`src/common/hdm_pkg.sv`:
```
// package: constants and types of the host/processor mailbox control block
// Function
// eight semaphores at consecutive I/O addresses, bit0
// window base 0338, control register 0339
// window base write-only; control readable and writable
// compare base with host A12-A19 per memory cycle
// window on 4K boundaries, lowest 1M only
// window_enable gates every shared-memory host select
// low nibble host-owned, high nibble processor-owned
// host resets clear the low nibble
// processor resets clear the high nibble
// host_to_dsp_irq drives external interrupt zero
// dsp_irq_enable low blocks host-to-processor interrupt
// dsp_to_host_irq raises the host interrupt
// host_irq_enable low blocks processor-to-host interrupt
// board_soft_reset low holds processor board reset
// bank select picks half of expansion SRAM
// boot_map_swap exchanges EPROM and primary SRAM ranges
// semaphores never gate shared-memory accesses
// processor shared-memory data only low eight bits
// host_to_dsp_irq bit0, host_irq_enable bit1
// semaphore granted only when other side free
package hdm_pkg;

  // ********************************************************************
  // host I/O map
  // ********************************************************************
  localparam logic [15:0] HDM_SEM_BASE_ADDR  = 16'h0330; // first semaphore
  localparam logic [15:0] HDM_SEM_LAST_ADDR  = 16'h0337; // last semaphore
  localparam logic [15:0] HDM_WIN_BASE_ADDR  = 16'h0338; // window base, write-only
  localparam logic [15:0] HDM_CTRL_ADDR      = 16'h0339; // shared control register
  localparam int          HDM_SEM_COUNT      = 8;        // number of semaphores
  localparam logic [7:0]  HDM_UNREAD_VALUE   = 8'h00;    // read of a write-only or empty slot

  // ********************************************************************
  // host memory window
  // ********************************************************************
  localparam int          HDM_WIN_LSB        = 12;       // 4K-byte granularity
  localparam int          HDM_WIN_MSB        = 19;       // top of the 1M-byte space
  localparam logic [7:0]  HDM_WIN_BASE_RST   = 8'h00;    // window base after reset

  // ********************************************************************
  // control register layout and reset
  // ********************************************************************
  localparam int          HDM_BIT_H2D_IRQ    = 0;        // host_to_dsp_irq
  localparam int          HDM_BIT_HIRQ_EN    = 1;        // host_irq_enable
  localparam int          HDM_BIT_WIN_EN     = 2;        // window_enable
  localparam int          HDM_BIT_SOFT_RST   = 3;        // board_soft_reset
  localparam int          HDM_BIT_D2H_IRQ    = 4;        // dsp_to_host_irq
  localparam int          HDM_BIT_DIRQ_EN    = 5;        // dsp_irq_enable
  localparam int          HDM_BIT_BANK_SEL   = 6;        // exp_sram_bank_sel
  localparam int          HDM_BIT_BOOT_SWAP  = 7;        // boot_map_swap
  localparam logic [3:0]  HDM_NIBBLE_RST     = 4'h0;     // both nibbles clear on reset

  // ********************************************************************
  // processor address map
  // ********************************************************************
  localparam logic [23:0] HDM_LOW_BASE       = 24'h000000; // low boot range
  localparam logic [23:0] HDM_LOW_LAST       = 24'h003fff;
  localparam logic [23:0] HDM_HIGH_BASE      = 24'hf00000; // high range
  localparam logic [23:0] HDM_HIGH_LAST      = 24'hf03fff;
  localparam int          HDM_EXP_BANK_BITS  = 13;       // 8K-word bank
  localparam int          HDM_SHM_BYTE_BITS  = 8;        // valid processor lane
  localparam logic [23:0] HDM_SHM_UPPER_FILL = 24'h000000; // upper lanes on read

  // control register as a packed carrier, bit 7 first
  typedef struct packed {
    logic bootMapSwap;    // bit 7
    logic expSramBankSel; // bit 6
    logic dspIrqEnable;   // bit 5
    logic dspToHostIrq;   // bit 4
    logic boardSoftReset; // bit 3
    logic windowEnable;   // bit 2
    logic hostIrqEnable;  // bit 1
    logic hostToDspIrq;   // bit 0
  } hdm_ctrl_type;

  // one host bus request
  typedef struct packed {
    logic [19:0] addr;    // memory address, I/O address in low 16 bits
    logic [7:0]  wrData;  // write byte
    logic        ioWr;    // I/O write strobe
    logic        ioRd;    // I/O read strobe
    logic        memCyc;  // memory cycle strobe
  } hdm_host_req_type;

  // one processor-side semaphore request
  typedef struct packed {
    logic [2:0] idx;      // semaphore number
    logic       wr;       // write strobe
    logic       rd;       // read strobe
    logic       data;     // 1 requests, 0 releases
  } hdm_dsp_sem_type;

endpackage : hdm_pkg

```
`src/hw/hdm_semaphore.sv`:
```
// semaphore cell: one test-and-set flag shared by host and processor
`timescale 1ns/10ps
module hdm_semaphore (
  // clock and reset
  input  wire logic clk,
  input  wire logic rst,
  // host side
  input  wire logic hostWr,
  input  wire logic hostData,
  // processor side
  input  wire logic dspWr,
  input  wire logic dspData,
  input  wire logic dspClr,
  // ownership
  output logic      hostOwn,
  output logic      dspOwn
);
  import hdm_pkg::*;

  // ********************************************************************
  // state
  // ********************************************************************
  typedef struct packed {
    logic hostOwn; // host holds the flag
    logic dspOwn;  // processor holds the flag
  } hdm_sem_state_type;

  hdm_sem_state_type state_r;   // registered state
  hdm_sem_state_type state_nxt; // next state

  // request, release and grant
  always_comb begin
    state_nxt = state_r;
    // host releases or requests; grant only if processor is free
    if (hostWr) begin
      if (!hostData) begin
        state_nxt.hostOwn = 1'b0;
      end else if (!state_r.dspOwn) begin
        state_nxt.hostOwn = 1'b1;
      end
    end
    // processor releases or requests; host wins a same-cycle race
    if (dspWr) begin
      if (!dspData) begin
        state_nxt.dspOwn = 1'b0;
      end else if (!state_r.hostOwn && !(hostWr && hostData)) begin
        state_nxt.dspOwn = 1'b1;
      end
    end
    // processor reset drops its claims
    if (dspClr) begin
      state_nxt.dspOwn = 1'b0;
    end
  end

  // state register
  always_ff @(posedge clk or posedge rst) begin
    if (rst) begin
      state_r <= '0;
    end else begin
      state_r <= state_nxt;
    end
  end

  assign hostOwn = state_r.hostOwn;
  assign dspOwn  = state_r.dspOwn;

endmodule : hdm_semaphore

```
`src/hw/hdm_dsp_decode.sv`:
```
// processor address decode: boot map swap and expansion bank
`timescale 1ns/10ps
module hdm_dsp_decode (
  // clock and reset
  input  wire logic        clk,
  input  wire logic        rst,
  // processor address and map bits
  input  wire logic [23:0] dspAddr,
  input  wire logic        bootMapSwap,
  input  wire logic        expSramBankSel,
  // decoded selects
  output logic             epromSel,
  output logic             priSramSel,
  output logic [13:0]      expSramAddr
);
  import hdm_pkg::*;

  // ********************************************************************
  // state
  // ********************************************************************
  typedef struct packed {
    logic        epromSel;    // EPROM chosen
    logic        priSramSel;  // primary SRAM chosen
    logic [13:0] expSramAddr; // expansion SRAM word address
  } hdm_dec_state_type;

  hdm_dec_state_type state_r;   // registered state
  hdm_dec_state_type state_nxt; // next state
  logic              inLow;     // address in low boot range
  logic              inHigh;    // address in high range

  // range decode
  always_comb begin
    inLow  = (dspAddr >= HDM_LOW_BASE) && (dspAddr <= HDM_LOW_LAST);
    inHigh = (dspAddr >= HDM_HIGH_BASE) && (dspAddr <= HDM_HIGH_LAST);
    state_nxt = state_r;
    // swap exchanges which device answers each range
    state_nxt.epromSel   = bootMapSwap ? inHigh : inLow;
    state_nxt.priSramSel = bootMapSwap ? inLow : inHigh;
    // bank bit becomes the top word-address bit
    state_nxt.expSramAddr = {expSramBankSel, dspAddr[HDM_EXP_BANK_BITS-1:0]};
  end

  // state register
  always_ff @(posedge clk or posedge rst) begin
    if (rst) begin
      state_r <= '0;
    end else begin
      state_r <= state_nxt;
    end
  end

  assign epromSel    = state_r.epromSel;
  assign priSramSel  = state_r.priSramSel;
  assign expSramAddr = state_r.expSramAddr;

endmodule : hdm_dsp_decode

```
`src/hw/hdm_mailbox_ctrl.sv`:
```
// host/processor mailbox control: window decode, control register, semaphores
`timescale 1ns/10ps
module hdm_mailbox_ctrl (
  // clock and resets
  input  wire logic                 clk,
  input  wire logic                 rst,
  input  wire logic                 hostBusReset,
  input  wire logic                 dspReset,
  // host expansion bus
  input  wire hdm_pkg::hdm_host_req_type hostReq,
  output logic [7:0]                hostRdData,
  output logic                      hostShmSel,
  output logic [11:0]               hostShmAddr,
  output logic                      hostIrq,
  // processor control register port
  input  wire logic                 dspCtrlWr,
  input  wire logic [3:0]           dspCtrlWrData,
  output hdm_pkg::hdm_ctrl_type     dspCtrlRdData,
  // processor semaphore port
  input  wire hdm_pkg::hdm_dsp_sem_type dspSem,
  output logic                      dspSemRdData,
  // processor shared-memory data lanes
  input  wire logic [31:0]          dspShmWrWord,
  input  wire logic [7:0]           shmRdByte,
  output logic [7:0]                dspShmWrByte,
  output logic [31:0]               dspShmRdWord,
  // processor board controls
  output logic                      externalInterruptZero,
  output logic                      dspBoardReset,
  // processor address decode
  input  wire logic [23:0]          dspAddr,
  output logic                      epromSel,
  output logic                      priSramSel,
  output logic [13:0]               expSramAddr
);
  import hdm_pkg::*;

  // ********************************************************************
  // state
  // ********************************************************************
  typedef struct packed {
    hdm_ctrl_type ctrl;         // shared control register
    logic [7:0]   windowBase;   // window base register
    logic [7:0]   hostRdData;   // host read byte
    logic         hostShmSel;   // host hits the shared window
    logic [11:0]  hostShmAddr;  // byte offset inside the window
    logic         hostIrq;      // interrupt toward the host
    logic         extInt0;      // interrupt toward the processor
    logic         boardReset;   // processor board held in reset
    logic         dspSemRd;     // processor semaphore read bit
    logic [7:0]   shmWrByte;    // processor write lane
    logic [31:0]  shmRdWord;    // processor read word
  } hdm_main_state_type;

  hdm_main_state_type state_r;   // registered state
  hdm_main_state_type state_nxt; // next state

  // ********************************************************************
  // host I/O decode
  // ********************************************************************
  logic [15:0] ioAddr;      // host I/O address
  logic        semHit;      // access lands on a semaphore
  logic [2:0]  semIdx;      // which semaphore the host addresses
  logic        baseHit;     // access lands on the window base
  logic        ctrlHit;     // access lands on the control register
  logic        winMatch;    // memory address falls in the window
  logic        dspNibClr;   // processor-owned nibble clear condition

  // semaphore wiring
  logic [HDM_SEM_COUNT-1:0] semHostWr; // host write per semaphore
  logic [HDM_SEM_COUNT-1:0] semDspWr;  // processor write per semaphore
  logic [HDM_SEM_COUNT-1:0] semHostOwn; // host ownership per semaphore
  logic [HDM_SEM_COUNT-1:0] semDspOwn;  // processor ownership per semaphore

  // address compares
  always_comb begin
    ioAddr   = hostReq.addr[15:0];
    semHit   = (ioAddr >= HDM_SEM_BASE_ADDR) && (ioAddr <= HDM_SEM_LAST_ADDR);
    semIdx   = ioAddr[2:0];
    baseHit  = (ioAddr == HDM_WIN_BASE_ADDR);
    ctrlHit  = (ioAddr == HDM_CTRL_ADDR);
    // 20-bit host address: 4K steps below 1M only
    winMatch = (hostReq.addr[HDM_WIN_MSB:HDM_WIN_LSB] == state_r.windowBase);
    // soft reset low counts as a processor reset
    dspNibClr = dspReset || !state_r.ctrl.boardSoftReset;
  end

  // ********************************************************************
  // semaphores
  // ********************************************************************
  // one cell per semaphore; never gates memory
  genvar gi;
  generate
    for (gi = 0; gi < HDM_SEM_COUNT; gi++) begin : g_sem
      assign semHostWr[gi] = hostReq.ioWr && semHit && (semIdx == 3'(gi));
      assign semDspWr[gi]  = dspSem.wr && (dspSem.idx == 3'(gi));
      hdm_semaphore u_sem (
        .clk      (clk),
        .rst      (rst),
        .hostWr   (semHostWr[gi]),
        .hostData (hostReq.wrData[0]),
        .dspWr    (semDspWr[gi]),
        .dspData  (dspSem.data),
        .dspClr   (dspReset),
        .hostOwn  (semHostOwn[gi]),
        .dspOwn   (semDspOwn[gi])
      );
    end
  endgenerate

  // ********************************************************************
  // next-state logic
  // ********************************************************************
  // registers, read data, window decode and interrupt outputs
  always_comb begin
    state_nxt = state_r;

    // window base: host write only
    if (hostReq.ioWr && baseHit) begin
      state_nxt.windowBase = hostReq.wrData;
    end

    // host owns bits 0..3; processor cannot touch them
    if (hostReq.ioWr && ctrlHit) begin
      state_nxt.ctrl.hostToDspIrq   = hostReq.wrData[HDM_BIT_H2D_IRQ];
      state_nxt.ctrl.hostIrqEnable  = hostReq.wrData[HDM_BIT_HIRQ_EN];
      state_nxt.ctrl.windowEnable   = hostReq.wrData[HDM_BIT_WIN_EN];
      state_nxt.ctrl.boardSoftReset = hostReq.wrData[HDM_BIT_SOFT_RST];
    end
    // host-issued reset clears the host nibble
    if (hostBusReset) begin
      {state_nxt.ctrl.boardSoftReset, state_nxt.ctrl.windowEnable,
       state_nxt.ctrl.hostIrqEnable, state_nxt.ctrl.hostToDspIrq} = HDM_NIBBLE_RST;
    end

    // processor owns bits 4..7; host writes there are ignored
    if (dspCtrlWr) begin
      {state_nxt.ctrl.bootMapSwap, state_nxt.ctrl.expSramBankSel,
       state_nxt.ctrl.dspIrqEnable, state_nxt.ctrl.dspToHostIrq} = dspCtrlWrData;
    end
    // any processor reset clears the processor nibble
    if (dspNibClr) begin
      {state_nxt.ctrl.bootMapSwap, state_nxt.ctrl.expSramBankSel,
       state_nxt.ctrl.dspIrqEnable, state_nxt.ctrl.dspToHostIrq} = HDM_NIBBLE_RST;
    end

    // host read mux; base register and gaps read as a fixed value
    state_nxt.hostRdData = HDM_UNREAD_VALUE;
    if (hostReq.ioRd) begin
      if (semHit) begin
        state_nxt.hostRdData = {7'h00, semHostOwn[semIdx]};
      end else if (ctrlHit) begin
        state_nxt.hostRdData = state_r.ctrl;
      end
    end

    // shared window select; semaphores play no part here
    state_nxt.hostShmSel  = hostReq.memCyc && state_r.ctrl.windowEnable && winMatch;
    state_nxt.hostShmAddr = hostReq.addr[HDM_WIN_LSB-1:0];

    // cross interrupts, each gated by its enable
    state_nxt.extInt0 = state_r.ctrl.hostToDspIrq && state_r.ctrl.dspIrqEnable;
    state_nxt.hostIrq = state_r.ctrl.dspToHostIrq && state_r.ctrl.hostIrqEnable;

    // board held in reset while the soft reset bit is low
    state_nxt.boardReset = !state_r.ctrl.boardSoftReset;

    // processor semaphore read
    state_nxt.dspSemRd = semDspOwn[dspSem.idx];

    // byte lane only; upper lanes fixed on read
    state_nxt.shmWrByte = dspShmWrWord[HDM_SHM_BYTE_BITS-1:0];
    state_nxt.shmRdWord = {HDM_SHM_UPPER_FILL, shmRdByte};
  end

  // state register; power-on reset clears both nibbles
  always_ff @(posedge clk or posedge rst) begin
    if (rst) begin
      state_r            <= '0;
      state_r.windowBase <= HDM_WIN_BASE_RST;
      state_r.boardReset <= 1'b1;
    end else begin
      state_r <= state_nxt;
    end
  end

  // ********************************************************************
  // processor address decode
  // ********************************************************************
  // swap and bank decode, registered
  hdm_dsp_decode u_dec (
    .clk            (clk),
    .rst            (rst),
    .dspAddr        (dspAddr),
    .bootMapSwap    (state_r.ctrl.bootMapSwap),
    .expSramBankSel (state_r.ctrl.expSramBankSel),
    .epromSel       (epromSel),
    .priSramSel     (priSramSel),
    .expSramAddr    (expSramAddr)
  );

  // ********************************************************************
  // outputs
  // ********************************************************************
  assign hostRdData            = state_r.hostRdData;
  assign hostShmSel            = state_r.hostShmSel;
  assign hostShmAddr           = state_r.hostShmAddr;
  assign hostIrq               = state_r.hostIrq;
  assign dspCtrlRdData         = state_r.ctrl;
  assign dspSemRdData          = state_r.dspSemRd;
  assign dspShmWrByte          = state_r.shmWrByte;
  assign dspShmRdWord          = state_r.shmRdWord;
  assign externalInterruptZero = state_r.extInt0;
  assign dspBoardReset         = state_r.boardReset;

endmodule : hdm_mailbox_ctrl

```
`config.mk`:
```
export PLATFORM = sky130hd
export DESIGN_NAME = hdm_mailbox_ctrl
export DESIGN_NICKNAME = d
export VERILOG_FILES = /design/src/common/hdm_pkg.sv /design/src/hw/hdm_semaphore.sv /design/src/hw/hdm_dsp_decode.sv /design/src/hw/hdm_mailbox_ctrl.sv
export SDC_FILE = /design/constraint.sdc
export NUM_CORES = 1
export LEC_CHECK = 0
export BUFFER_PORTS_ARGS = -buffer_cell sky130_fd_sc_hd__buf_2
export CAP_MARGIN = 20
export CORE_ASPECT_RATIO = 0.8
export CORE_MARGIN = 2
export CORE_UTILIZATION = 28
export DETAILED_ROUTE_END_ITERATION = 7
export PLACE_DENSITY = 0.66
export SLEW_MARGIN = 20
export SYNTH_ARGS = -nofsm -noshare
export SYNTH_HDL_FRONTEND = slang
export SYNTH_SLANG_ARGS = --single-unit
```
`constraint.sdc`:
```
create_clock -name clk -period 2.5 [get_ports clk]
set_clock_uncertainty 0.2 [all_clocks]
set_input_delay 0.125 -clock clk [delete_from_list [all_inputs] [get_ports clk]]
set_output_delay 0.125 -clock clk [all_outputs]
set_load 0.01 [all_outputs]
```
==> flow_summary.yaml, run 1 <==
min_path:
  min_from: "hostReq[2]"
  holdPathStages: 5
  worst_hold_path.endpoint: "g_sem[4].u_sem.hostOwn"
  hold_class: "in -> reg"
route:
  wirelength_um: 9785
  antenna_violating_nets_post_route: 0
  drt_pre_antenna_iters: 4
  avgViaCountPerCell: 4.308
  drt_first_iter_violations: 125
  drt-wirelength-per-cell_um: 14.04
  num_vias: 3003
  drc: 0
power_and_ir_drop:
  cellPowerDensity_nw_per_um2: 577.1
  largest_vdd_supply_drop_mv: 0.3557
  power.static_leakage_nw: 2.657
placed_design:
  dpl_cell_area_um2: 4487
  detailedPlace.worstSlack_ns: 0.1850
  portBuffers: 148
  place_hpwl_um: 6872
  finalWeightedCongestion: 0.7252
synthesis:
  synth_seq_area_share_pct: 56.97
  postSynthCellCount: 332
  synth.most_common_cell: "sky130_fd_sc_hd__dfrtp_1"
  synth_area_leaders: "sky130_fd_sc_hd__dfrtp_1 (56%), sky130_fd_sc_hd__buf_4 (13%), sky130_fd_sc_hd__a21oi_1 (3.3%), sky130_fd_sc_hd__mux2_2 (3.2%), sky130_fd_sc_hd__xnor2_1 (1.8%)"
  yosys-top-cells-count: "sky130_fd_sc_hd__dfrtp_1 (88), sky130_fd_sc_hd__buf_4 (68), sky130_fd_sc_hd__a21oi_1 (26)"
  synth_area_leader_cell: "sky130_fd_sc_hd__dfrtp_1"
  synth_async_sr_flop_share_pct: 100.0
  synth.avg_cell_area_um2: 11.78
  synth_top_flop_cell: "sky130_fd_sc_hd__dfrtp_1"
  post-synth-top-area-fraction_pct: 56.30
  post_synth_instance_area_um2: 3911
  synth.distinct_cells: 40
  synth_edf_count: 0
  ys_ff_latch: 89
  ys_warn_count: 0
cells_and_area:
  number_of_filler_instances_in_the_final_layout: 1314
  final_layout_size_suffix_gt1_share_pct: 37.14
  postLayoutCellArea_um2: 5477
  sequential_standard_cell_area_um2: 2228
  design.final.nets: 623
  flow.area_growth_from_synthesis_pct: 40.02
  diodes_inserted: 0
  multiInputGateArea_um2: 1216
floorplan:
  floorplan.initialDensity_pct: 28.76
  dieArea_um2: 14940
  core-area_um2: 13600
  die_h_um: 109.7
  io-pin-count: 199
  chipWidth_um: 136.1
  num_rows: 38
clock_network:
  cts.path.max_buffers: 2
  clk_root_buffer_cell: "sky130_fd_sc_hd__clkbuf_16"
  tritoncts.num_buffers: 9
  clock_sink_count: 89
  insertion_delay_ns: 0.34
  cts_tree: "built"
  cts_post_setup_buffers_inserted: 0
  ctsHtreeMaxLevel: 3
  clkTransAtPathRegs_ns: 0.06
grt:
  grt_pass1_wl_um: 15030
  gr-usage-met3_pct: 5.763
  grt.met1_usage_pct: 15.22
  grt_busiest_layer: "met2"
  grt.total_usage_pct: 13.28
  grt_start_max_net_pins: 90
  grt.overflow.total: 0
  antenna_found_initial: 0
  first_global_vias: 3063
  use_met2_pct: 23.26
run:
  cap_viol_max_count: 0
sta:
  final_hold_viol_count: 0
  hold_ws_ns: 0.04943
  timing_max_transition_violations_final: 0
  final_critical_path_required_period_ns: 2.441
  timing.final.crit_share_pct: 97.64
  setup_tns_ns: 0
  grt_setup_unrepaired: "false"
  worst_setup_margin_ns: 0.05912
  setup_viol: 0
  max_freq_ghz: 0.4097
critical_path:
  r2r.worst_path.cells: 5
  critical_path.max_fanout: 8
  criticalPathCategory: "in -> reg"
  timing.critical_path.required_ns: 2.53
  rr_endpoint: "hostShmSel"
  critical_path_arrival_ns: 2.47
  setup.worst_path.start_class: "input pin"
  endpoint_kind: "flop"
  reg2reg_setup_slack_ns: 0.30
  r2r_start: "state_r[65]"
run_status:
  status: "complete, no violations"
[cells by family (layout without fill, tap and decap cells)]
logic type             Yosys count  after routing  synth area share, %
XOR/XNOR                         8              8                1.791
AND/OR/NAND/NOR                 85             85                13.63
buffers and inverters           79            241                14.14
multiplexers                    20             20                6.430
flip-flops                      89             89                56.97
AO/OA/AOI/OAI                   50             50                6.942
other                            1             24              0.09588
[worst max-delay path by stage]
stage	from	end	slack, ns	cells after the start
after CTS	hostReq[18]	state_r[67]	0.03	7
after global routing	hostReq[18]	state_r[69]	0.002	7
after global placement	hostReq[22]	state_r[67]	0.21	6
after floorplan	hostReq[22]	state_r[66]	0.30	5
final	hostReq[18]	state_r[66]	0.06	7
after detailed placement	hostReq[22]	state_r[69]	0.19	6
[where the power goes]
part	total (W)	internal [W]	switching, W	leakage, nW
clock	0.00133	0.000771	0.000555	0.134
combinational	0.000343	0.000172	0.000170	1.38
sequential	0.00149	0.00148	0.0000130	1.14
total	0.00316	0.00242	0.000738	2.66
[per-stage QoR]
stage | util, % | power, W | instances
finish | 40.27 | 0.003160 | 697
global route | 40.27 | 0.003333 | 697
CTS | 40.25 | 0.003225 | 697
detailed placement | 33.00 | 0.001781 | 613
global placement | 33.00 | 0.001774 | 613
floorplan | - | 0.001699 | 355
[timing repair]
item | 4_1_cts | 5_1_grt
resized for setup | 0 | 1
hold endpoints to repair | 160 | 0
hold buffers | 69 | 0
setup endpoints to repair | 0 | 8
[area by class of cell]
class | count | area share (%)
inverters | 2 | 0.2056
clock buffers | 9 | 4.112
well taps | 180 | 4.112
clock inverters | 6 | 1.279
multi-input cells | 187 | 22.21
flip-flops and latches | 89 | 40.69
repair buffers | 224 | 27.39
[critical path, stage by stage]
cell                            delay (ns)
sky130_fd_sc_hd__dlygate4sd3_1        0.54
sky130_fd_sc_hd__buf_2                0.13
sky130_fd_sc_hd__or4_1                0.55
sky130_fd_sc_hd__or2_4                0.30
sky130_fd_sc_hd__nor4_4               0.30
sky130_fd_sc_hd__buf_6                0.18
sky130_fd_sc_hd__mux2_2               0.33
[registers in the layout, indices dropped and copies added, names as in the netlist]
signal / cells
u_dec.priSramSel: 1
dspSemRdData: 1
dspShmWrByte: 8
u_dec.expSramAddr: 14
g_sem.u_sem.dspOwn: 8
dspBoardReset: 1
state_r: 8
hostIrq: 1
hostShmSel: 1
dspShmRdWord: 8
hostShmAddr: 12
dspCtrlRdData: 8
g_sem.u_sem.hostOwn: 8
externalInterruptZero: 1
hostRdData: 8
u_dec.epromSel: 1
[cells in the final DEF, fill, tap and decap left out, types with 2 or more instances in the layout]
cell,n
sky130_fd_sc_hd__buf_2,148
sky130_fd_sc_hd__dfrtp_1,88
sky130_fd_sc_hd__dlygate4sd3_1,69
sky130_fd_sc_hd__a21oi_1,26
sky130_fd_sc_hd__conb_1,24
sky130_fd_sc_hd__nor2_1,15
sky130_fd_sc_hd__o21ai_0,11
sky130_fd_sc_hd__mux2_2,11
sky130_fd_sc_hd__a31oi_1,10
sky130_fd_sc_hd__and2_1,10
sky130_fd_sc_hd__clkbuf_16,9
sky130_fd_sc_hd__xnor2_1,8
sky130_fd_sc_hd__nor4_1,7
sky130_fd_sc_hd__nand3_1,7
sky130_fd_sc_hd__nor3b_1,6
sky130_fd_sc_hd__nor3_1,6
sky130_fd_sc_hd__nand2b_1,6
sky130_fd_sc_hd__mux2i_1,6
sky130_fd_sc_hd__nor2b_1,5
sky130_fd_sc_hd__buf_4,5
sky130_fd_sc_hd__nand2_1,4
sky130_fd_sc_hd__and3b_1,4
sky130_fd_sc_hd__clkinvlp_4,4
sky130_fd_sc_hd__mux4_2,3
sky130_fd_sc_hd__or4_1,2
sky130_fd_sc_hd__nand3b_1,2
sky130_fd_sc_hd__clkinv_4,2
[routing by layer]
| metal | wire length, µm | share of wire (%) |
|---|---|---|
| met3 | 941 | 9.6 |
| met5 | 0 | 0 |
| met4 | 46 | 0.47 |
| met2 | 4807 | 49 |
| met1 | 3988 | 41 |
Note: power is estimated with default switching activity, not from simulation.
==> run 2: changes to the inputs <==
--- a/config.mk
+++ b/config.mk
@@ -7,7 +7,6 @@
 export LEC_CHECK = 0
 export BUFFER_PORTS_ARGS = -buffer_cell sky130_fd_sc_hd__buf_2
 export CAP_MARGIN = 20
-export CORE_ASPECT_RATIO = 0.8
 export CORE_MARGIN = 2
 export CORE_UTILIZATION = 28
 export DETAILED_ROUTE_END_ITERATION = 7
==> run 2 against run 1 <==
Global-route usage shrank 0.13 points. Sequential share of layout area rose by 0.15 points. Setup slack improved by 0.061 ns. Sequential cell count stayed put. Total power shrank 1.0%. Critical path depth unchanged. Combinational power hardly changed. Non-clock buffer count stayed put.
==> flow_summary.yaml, run 2 (same netlist as run 1, synthesis figures left out) <==
floorplan:
  num_rows: 43
  dieArea_um2: 14930
  core-area_um2: 13770
  chipWidth_um: 122.2
  die_h_um: 122.2
  io-pin-count: 199
  floorplan.initialDensity_pct: 28.40
cells_and_area:
  mostFrequentLayoutCells: "sky130_fd_sc_hd__buf_2 (148), sky130_fd_sc_hd__dfrtp_1 (88), sky130_fd_sc_hd__dlygate4sd3_1 (69)"
  most_common_library_cell_in_the_layout_ignoring_fill_and_taps: "sky130_fd_sc_hd__buf_2"
  diodes_inserted: 0
  max_ffs_per_register: 14
  final_layout_size_suffix_gt1_share_pct: 37.26
  final_cell_count_no_fill: 698
  flow.area_growth_from_synthesis_pct: 39.51
  design.final.nets: 623
critical_path:
  setup.worst_path.start_class: "input pin"
  r2r_start: "state_r[65]"
  worst_setup_startpoint: "hostReq[20]"
  endpoint_kind: "flop"
  critical_path_arrival_ns: 2.41
  critical_path.max_fanout: 8
  criticalPathCategory: "in -> reg"
  timing.critical_path.required_ns: 2.53
min_path:
  hold_class: "in -> reg"
  min_from: "hostReq[2]"
route:
  num_vias: 2963
  antenna_violating_nets_post_route: 0
  drc: 0
  drt_first_iter_violations: 146
  avgViaCountPerCell: 4.245
  wirelength_um: 9775
  drt-wirelength-per-cell_um: 14.00
  drt_pre_antenna_iters: 6
power_and_ir_drop:
  cellPowerDensity_nw_per_um2: 573.4
  combPwrFrac_pct: 10.9
  largest_vdd_supply_drop_mv: 0.3252
  finalPower_w: 0.003129
  p_seq_share_pct: 47.6
  clkPwrFrac_pct: 41.5
  power.share.switching_pct: 23.86
  internal_power_w: 0.002382
  netSwitchingPower_w: 0.0007466
  power.static_leakage_nw: 2.661
run:
  cap_viol_max_count: 0
sta:
  final_critical_path_required_period_ns: 2.379
  setup_viol: 0
  timing.final.crit_share_pct: 95.18
  max_freq_ghz: 0.4203
  worst_setup_margin_ns: 0.1205
  final_hold_viol_count: 0
  tightestPinTransition_ns: 0.6432
  maxSlewHeadroom_pct: 57.12
  timing_max_transition_violations_final: 0
  setup_tns_ns: 0
  grt_setup_unrepaired: "false"
placed_design:
  portBuffers: 148
  place_hpwl_um: 6913
  finalWeightedCongestion: 0.7365
  detailedPlace.worstSlack_ns: 0.07678
  placed_cells_incl_taps: 613
clock_network:
  clk_root_buffer_cell: "sky130_fd_sc_hd__clkbuf_16"
  insertion_delay_ns: 0.34
  ctsHtreeMaxLevel: 3
  cts.path.max_buffers: 2
  clkTransAtPathRegs_ns: 0.06
  cts_tree: "built"
  clock_sink_count: 89
  tritoncts.num_buffers: 9
grt:
  grt_pass1_wl_um: 14780
  antenna_found_initial: 0
  grt_start_max_net_pins: 50
  grt.total_usage_pct: 13.15
  first_global_vias: 3040
  grt.overflow.total: 0
run_status:
  status: "complete, no violations"
==> run 2: cell types whose count changed in the layout (fill, tap and decap cells not counted) <==
cell | before | now
sky130_fd_sc_hd__buf_4 | 5 | 7
sky130_fd_sc_hd__clkbuf_8 | 0 | 2
sky130_fd_sc_hd__clkinvlp_4 | 4 | 2
sky130_fd_sc_hd__buf_12 | 1 | 0
sky130_fd_sc_hd__buf_6 | 1 | 0
sky130_fd_sc_hd__bufinv_16 | 1 | 0
sky130_fd_sc_hd__clkinv_2 | 0 | 1
sky130_fd_sc_hd__inv_6 | 0 | 1
==> run 2: path summary, 6_finish.rpt <==
| kind | cells after the start | slack (ns) | endpoint |
|---|---|---|---|
| min in group asynchronous | 4 | 0.27 | u_dec.expSramAddr[6] |
| worst min register to register | 0 | 0.24 | u_dec.expSramAddr[13] |
| worst max register to register | 5 | 0.27 | hostShmSel |
| worst min-delay path | 5 | 0.04 | g_sem[4].u_sem.hostOwn |
| max in group asynchronous | 4 | 1.33 | hostRdData[3] |
| worst max-delay path | 7 | 0.12 | state_r[71] |
==> run 2: per-layer routing <==
layer | GRT usage [%] | vias up | wire length [µm]
li1 | - | 1418 | -
met1 | 13.97 | 1412 | 3781
met4 | 6.968 | 0 | 260
met3 | 3.418 | 15 | 633
met5 | 0 | - | 0
met2 | 23.78 | 118 | 5100
==> run 2: layout make-up <==
cell class	count	area (µm²)
inverters	2	11.26
flip-flops and latches	89	2228
repair buffers	224	1484
clock buffers	11	252.7
clock inverters	5	38.79
well taps	180	225.2
multi-input cells	187	1216
fillers	1350	8317
==> run 2: metrics by stage <==
| step | util, % | area [µm²] | hold WS, ns |
|---|---|---|---|
| 2_1_floorplan | - | 4001 | -0.04357 |
| 3_3_place_gp | 32.49 | 4474 | 0.03382 |
| 3_5_place_dp | 32.49 | 4474 | 0.03487 |
| 4_1_cts | 39.62 | 5456 | 0.03082 |
| 5_1_grt | 39.62 | 5456 | 0.06236 |
| 6_report | 39.62 | 5456 | 0.04064 |
==> run 2: critical path, stage by stage <==
cell                            delay, ns
sky130_fd_sc_hd__dlygate4sd3_1       0.51
sky130_fd_sc_hd__buf_2               0.10
sky130_fd_sc_hd__or4b_4              0.50
sky130_fd_sc_hd__or2_4               0.31
sky130_fd_sc_hd__nor4_4              0.29
sky130_fd_sc_hd__buf_4               0.22
sky130_fd_sc_hd__mux2_2              0.35
==> run 2: repair_timing <==
| action | 4_1_cts | 5_1_grt |
|---|---|---|
| hold endpoints to repair | 160 | 0 |
| buffers inserted | 0 | 0 |
| hold buffers | 69 | 0 |
| gates resized for setup | 0 | 0 |
==> run 2: power by group through the flow <==
stage	sequential (W)	combinational [W]	clock [W]
2_1_floorplan	0.00152	0.000177	0
3_3_place_gp	0.00152	0.000258	0
3_5_place_dp	0.00152	0.000263	0
4_1_cts	0.00149	0.000343	0.00134
5_1_grt	0.00149	0.000376	0.00141
6_report	0.00149	0.000341	0.00130
==> run 3: changes to the inputs <==
--- a/config.mk
+++ b/config.mk
@@ -10,7 +10,7 @@
 export CORE_MARGIN = 2
 export CORE_UTILIZATION = 28
 export DETAILED_ROUTE_END_ITERATION = 7
-export PLACE_DENSITY = 0.66
+export PLACE_DENSITY = 0.63
 export SLEW_MARGIN = 20
 export SYNTH_ARGS = -nofsm -noshare
 export SYNTH_HDL_FRONTEND = slang
==> run 3 against run 2 <==
Count of clock-buffer cells in the layout increased by 1. Via count increased by 1.0%. Cell count unchanged. Die area unchanged. Utilization unchanged. Final area unchanged. Hold slack improved by 0.010 ns. Sequential share of layout area unchanged. Non-clock buffer count unchanged. Critical path type unchanged. Critical endpoint is now state_r[67].
==> flow_summary.yaml, run 3 (same netlist as run 1, synthesis figures left out) <==
sta:
  timing.final.crit_share_pct: 94.66
  grt_setup_unrepaired: "false"
  setup_tns_ns: 0
  hold_ws_ns: 0.05110
  setup_viol: 0
  max_freq_ghz: 0.4226
  tightestPinTransition_ns: 0.6465
  final_hold_viol_count: 0
  maxSlewHeadroom_pct: 56.81
  final_critical_path_required_period_ns: 2.366
  timing_max_transition_violations_final: 0
power_and_ir_drop:
  combPwrFrac_pct: 11.2
  power.share.switching_pct: 23.58
  clkPwrFrac_pct: 40.4
  internal_power_w: 0.002352
  largest_vdd_supply_drop_mv: 0.3477
  power.static_leakage_nw: 2.655
  netSwitchingPower_w: 0.0007259
  p_seq_share_pct: 48.4
  cellPowerDensity_nw_per_um2: 564.2
route:
  drt_pre_antenna_iters: 4
  wirelength_um: 9879
  drt-wirelength-per-cell_um: 14.15
  drc: 0
  antenna_violating_nets_post_route: 0
  avgViaCountPerCell: 4.288
  drt_first_iter_violations: 106
  num_vias: 2993
placed_design:
  placed_cells_incl_taps: 613
  portBuffers: 148
  finalWeightedCongestion: 0.8156
  dpl_cell_area_um2: 4487
  place_hpwl_um: 7042
critical_path:
  critical_path.endpoint: "state_r[67]"
  timing.critical_path.required_ns: 2.53
  worst_setup_startpoint: "hostReq[17]"
  r2r_start: "state_r[65]"
  rr_endpoint: "hostShmSel"
  criticalPathCategory: "in -> reg"
  r2r.worst_path.cells: 5
  critical_path_arrival_ns: 2.40
  endpoint_kind: "flop"
  setup.worst_path.start_class: "input pin"
  reg2reg_setup_slack_ns: 0.33
  critical_path.max_fanout: 8
grt:
  grt.total_usage_pct: 13.29
  antenna_found_initial: 0
  grt_start_max_net_pins: 47
  grt.overflow.total: 0
  grt_pass1_wl_um: 14940
  first_global_vias: 3043
clock_network:
  cts.path.max_buffers: 2
  clk_root_buffer_cell: "sky130_fd_sc_hd__clkbuf_16"
  ctsHtreeMaxLevel: 3
  tritoncts.num_buffers: 9
  clkTransAtPathRegs_ns: 0.07
  cts_tree: "built"
  insertion_delay_ns: 0.34
  clock_sink_count: 89
cells_and_area:
  max_ffs_per_register: 14
  final_cell_count_no_fill: 698
  final_layout_size_suffix_gt1_share_pct: 37.07
  flow.area_growth_from_synthesis_pct: 39.51
  multiInputGateArea_um2: 1220
  number_of_filler_instances_in_the_final_layout: 1353
  final_util_pct: 39.62
  most_common_library_cell_in_the_layout_ignoring_fill_and_taps: "sky130_fd_sc_hd__buf_2"
  mostFrequentLayoutCells: "sky130_fd_sc_hd__buf_2 (148), sky130_fd_sc_hd__dfrtp_1 (88), sky130_fd_sc_hd__dlygate4sd3_1 (69)"
  design.final.nets: 623
  postLayoutCellArea_um2: 5456
  sequential_standard_cell_area_um2: 2228
  diodes_inserted: 0
floorplan:
  floorplan.initialDensity_pct: 28.40
  io-pin-count: 199
  dieArea_um2: 14930
  core-area_um2: 13770
  die_h_um: 122.2
  chipWidth_um: 122.2
  num_rows: 43
min_path:
  hold_class: "in -> reg"
run:
  cap_viol_max_count: 0
run_status:
  status: "complete, no violations"
-- run 3: power groups by stage --
stage | registers [W] | clock network [W] | logic (W)
global placement | 0.00152 | 0 | 0.000260
floorplan | 0.00152 | 0 | 0.000177
finish | 0.00149 | 0.00124 | 0.000344
global route | 0.00149 | 0.00136 | 0.000380
CTS | 0.00149 | 0.00129 | 0.000343
detailed placement | 0.00152 | 0 | 0.000265
-- run 3: layout make-up --
class / count / share of cell area, %
Sequential cell: 89 / 40.84
Timing Repair Buffer: 224 / 27.43
Multi-Input combinational cell: 187 / 22.36
Clock buffer: 12 / 4.517
Tap cell: 180 / 4.127
Clock inverter: 4 / 0.5274
Inverter: 2 / 0.2064
-- run 3: worst max-delay path: stages --
cell	delay [ns]
sky130_fd_sc_hd__dlygate4sd3_1	0.54
sky130_fd_sc_hd__buf_2	0.13
sky130_fd_sc_hd__or4_4	0.48
sky130_fd_sc_hd__or2_4	0.29
sky130_fd_sc_hd__nor4_4	0.27
sky130_fd_sc_hd__buf_4	0.21
sky130_fd_sc_hd__mux2_2	0.35
-- run 3: stage by stage --
step	power (W)	setup slack, ns
6_report	0.003078	0.1335
5_1_grt	0.003232	0.06449
3_5_place_dp	0.001783	0.09882
3_3_place_gp	0.001777	0.1457
4_1_cts	0.003129	0.02647
2_1_floorplan	0.001699	0.3026
-- run 3: how the worst min path moves through the flow --
stage	endpoint	cells past startpoint	from
floorplan	dspShmRdWord[0]	0	shmRdByte[0]
global placement	u_dec.expSramAddr[7]	1	dspAddr[7]
detailed placement	dspShmRdWord[4]	1	shmRdByte[4]
CTS	g_sem[4].u_sem.hostOwn	5	hostReq[2]
global route	u_dec.epromSel	4	dspAddr[22]
finish	u_dec.epromSel	4	dspAddr[22]
-- run 3: timing repair --
action / CTS / global route
hold buffers: 69 / 0
endpoints found under the hold margin: 96 / 0
resized for setup: 0 / 1
endpoints found under the setup margin: 0 / 8
setup buffers: 0 / 0
-- run 3: routing by layer --
metal	up-vias	track usage, %	routed length, µm
li1	1421	-	-
met1	1436	14.63	3945
met2	119	23.71	5040
met3	17	3.277	668
met4	0	6.681	225
met5	-	0	0
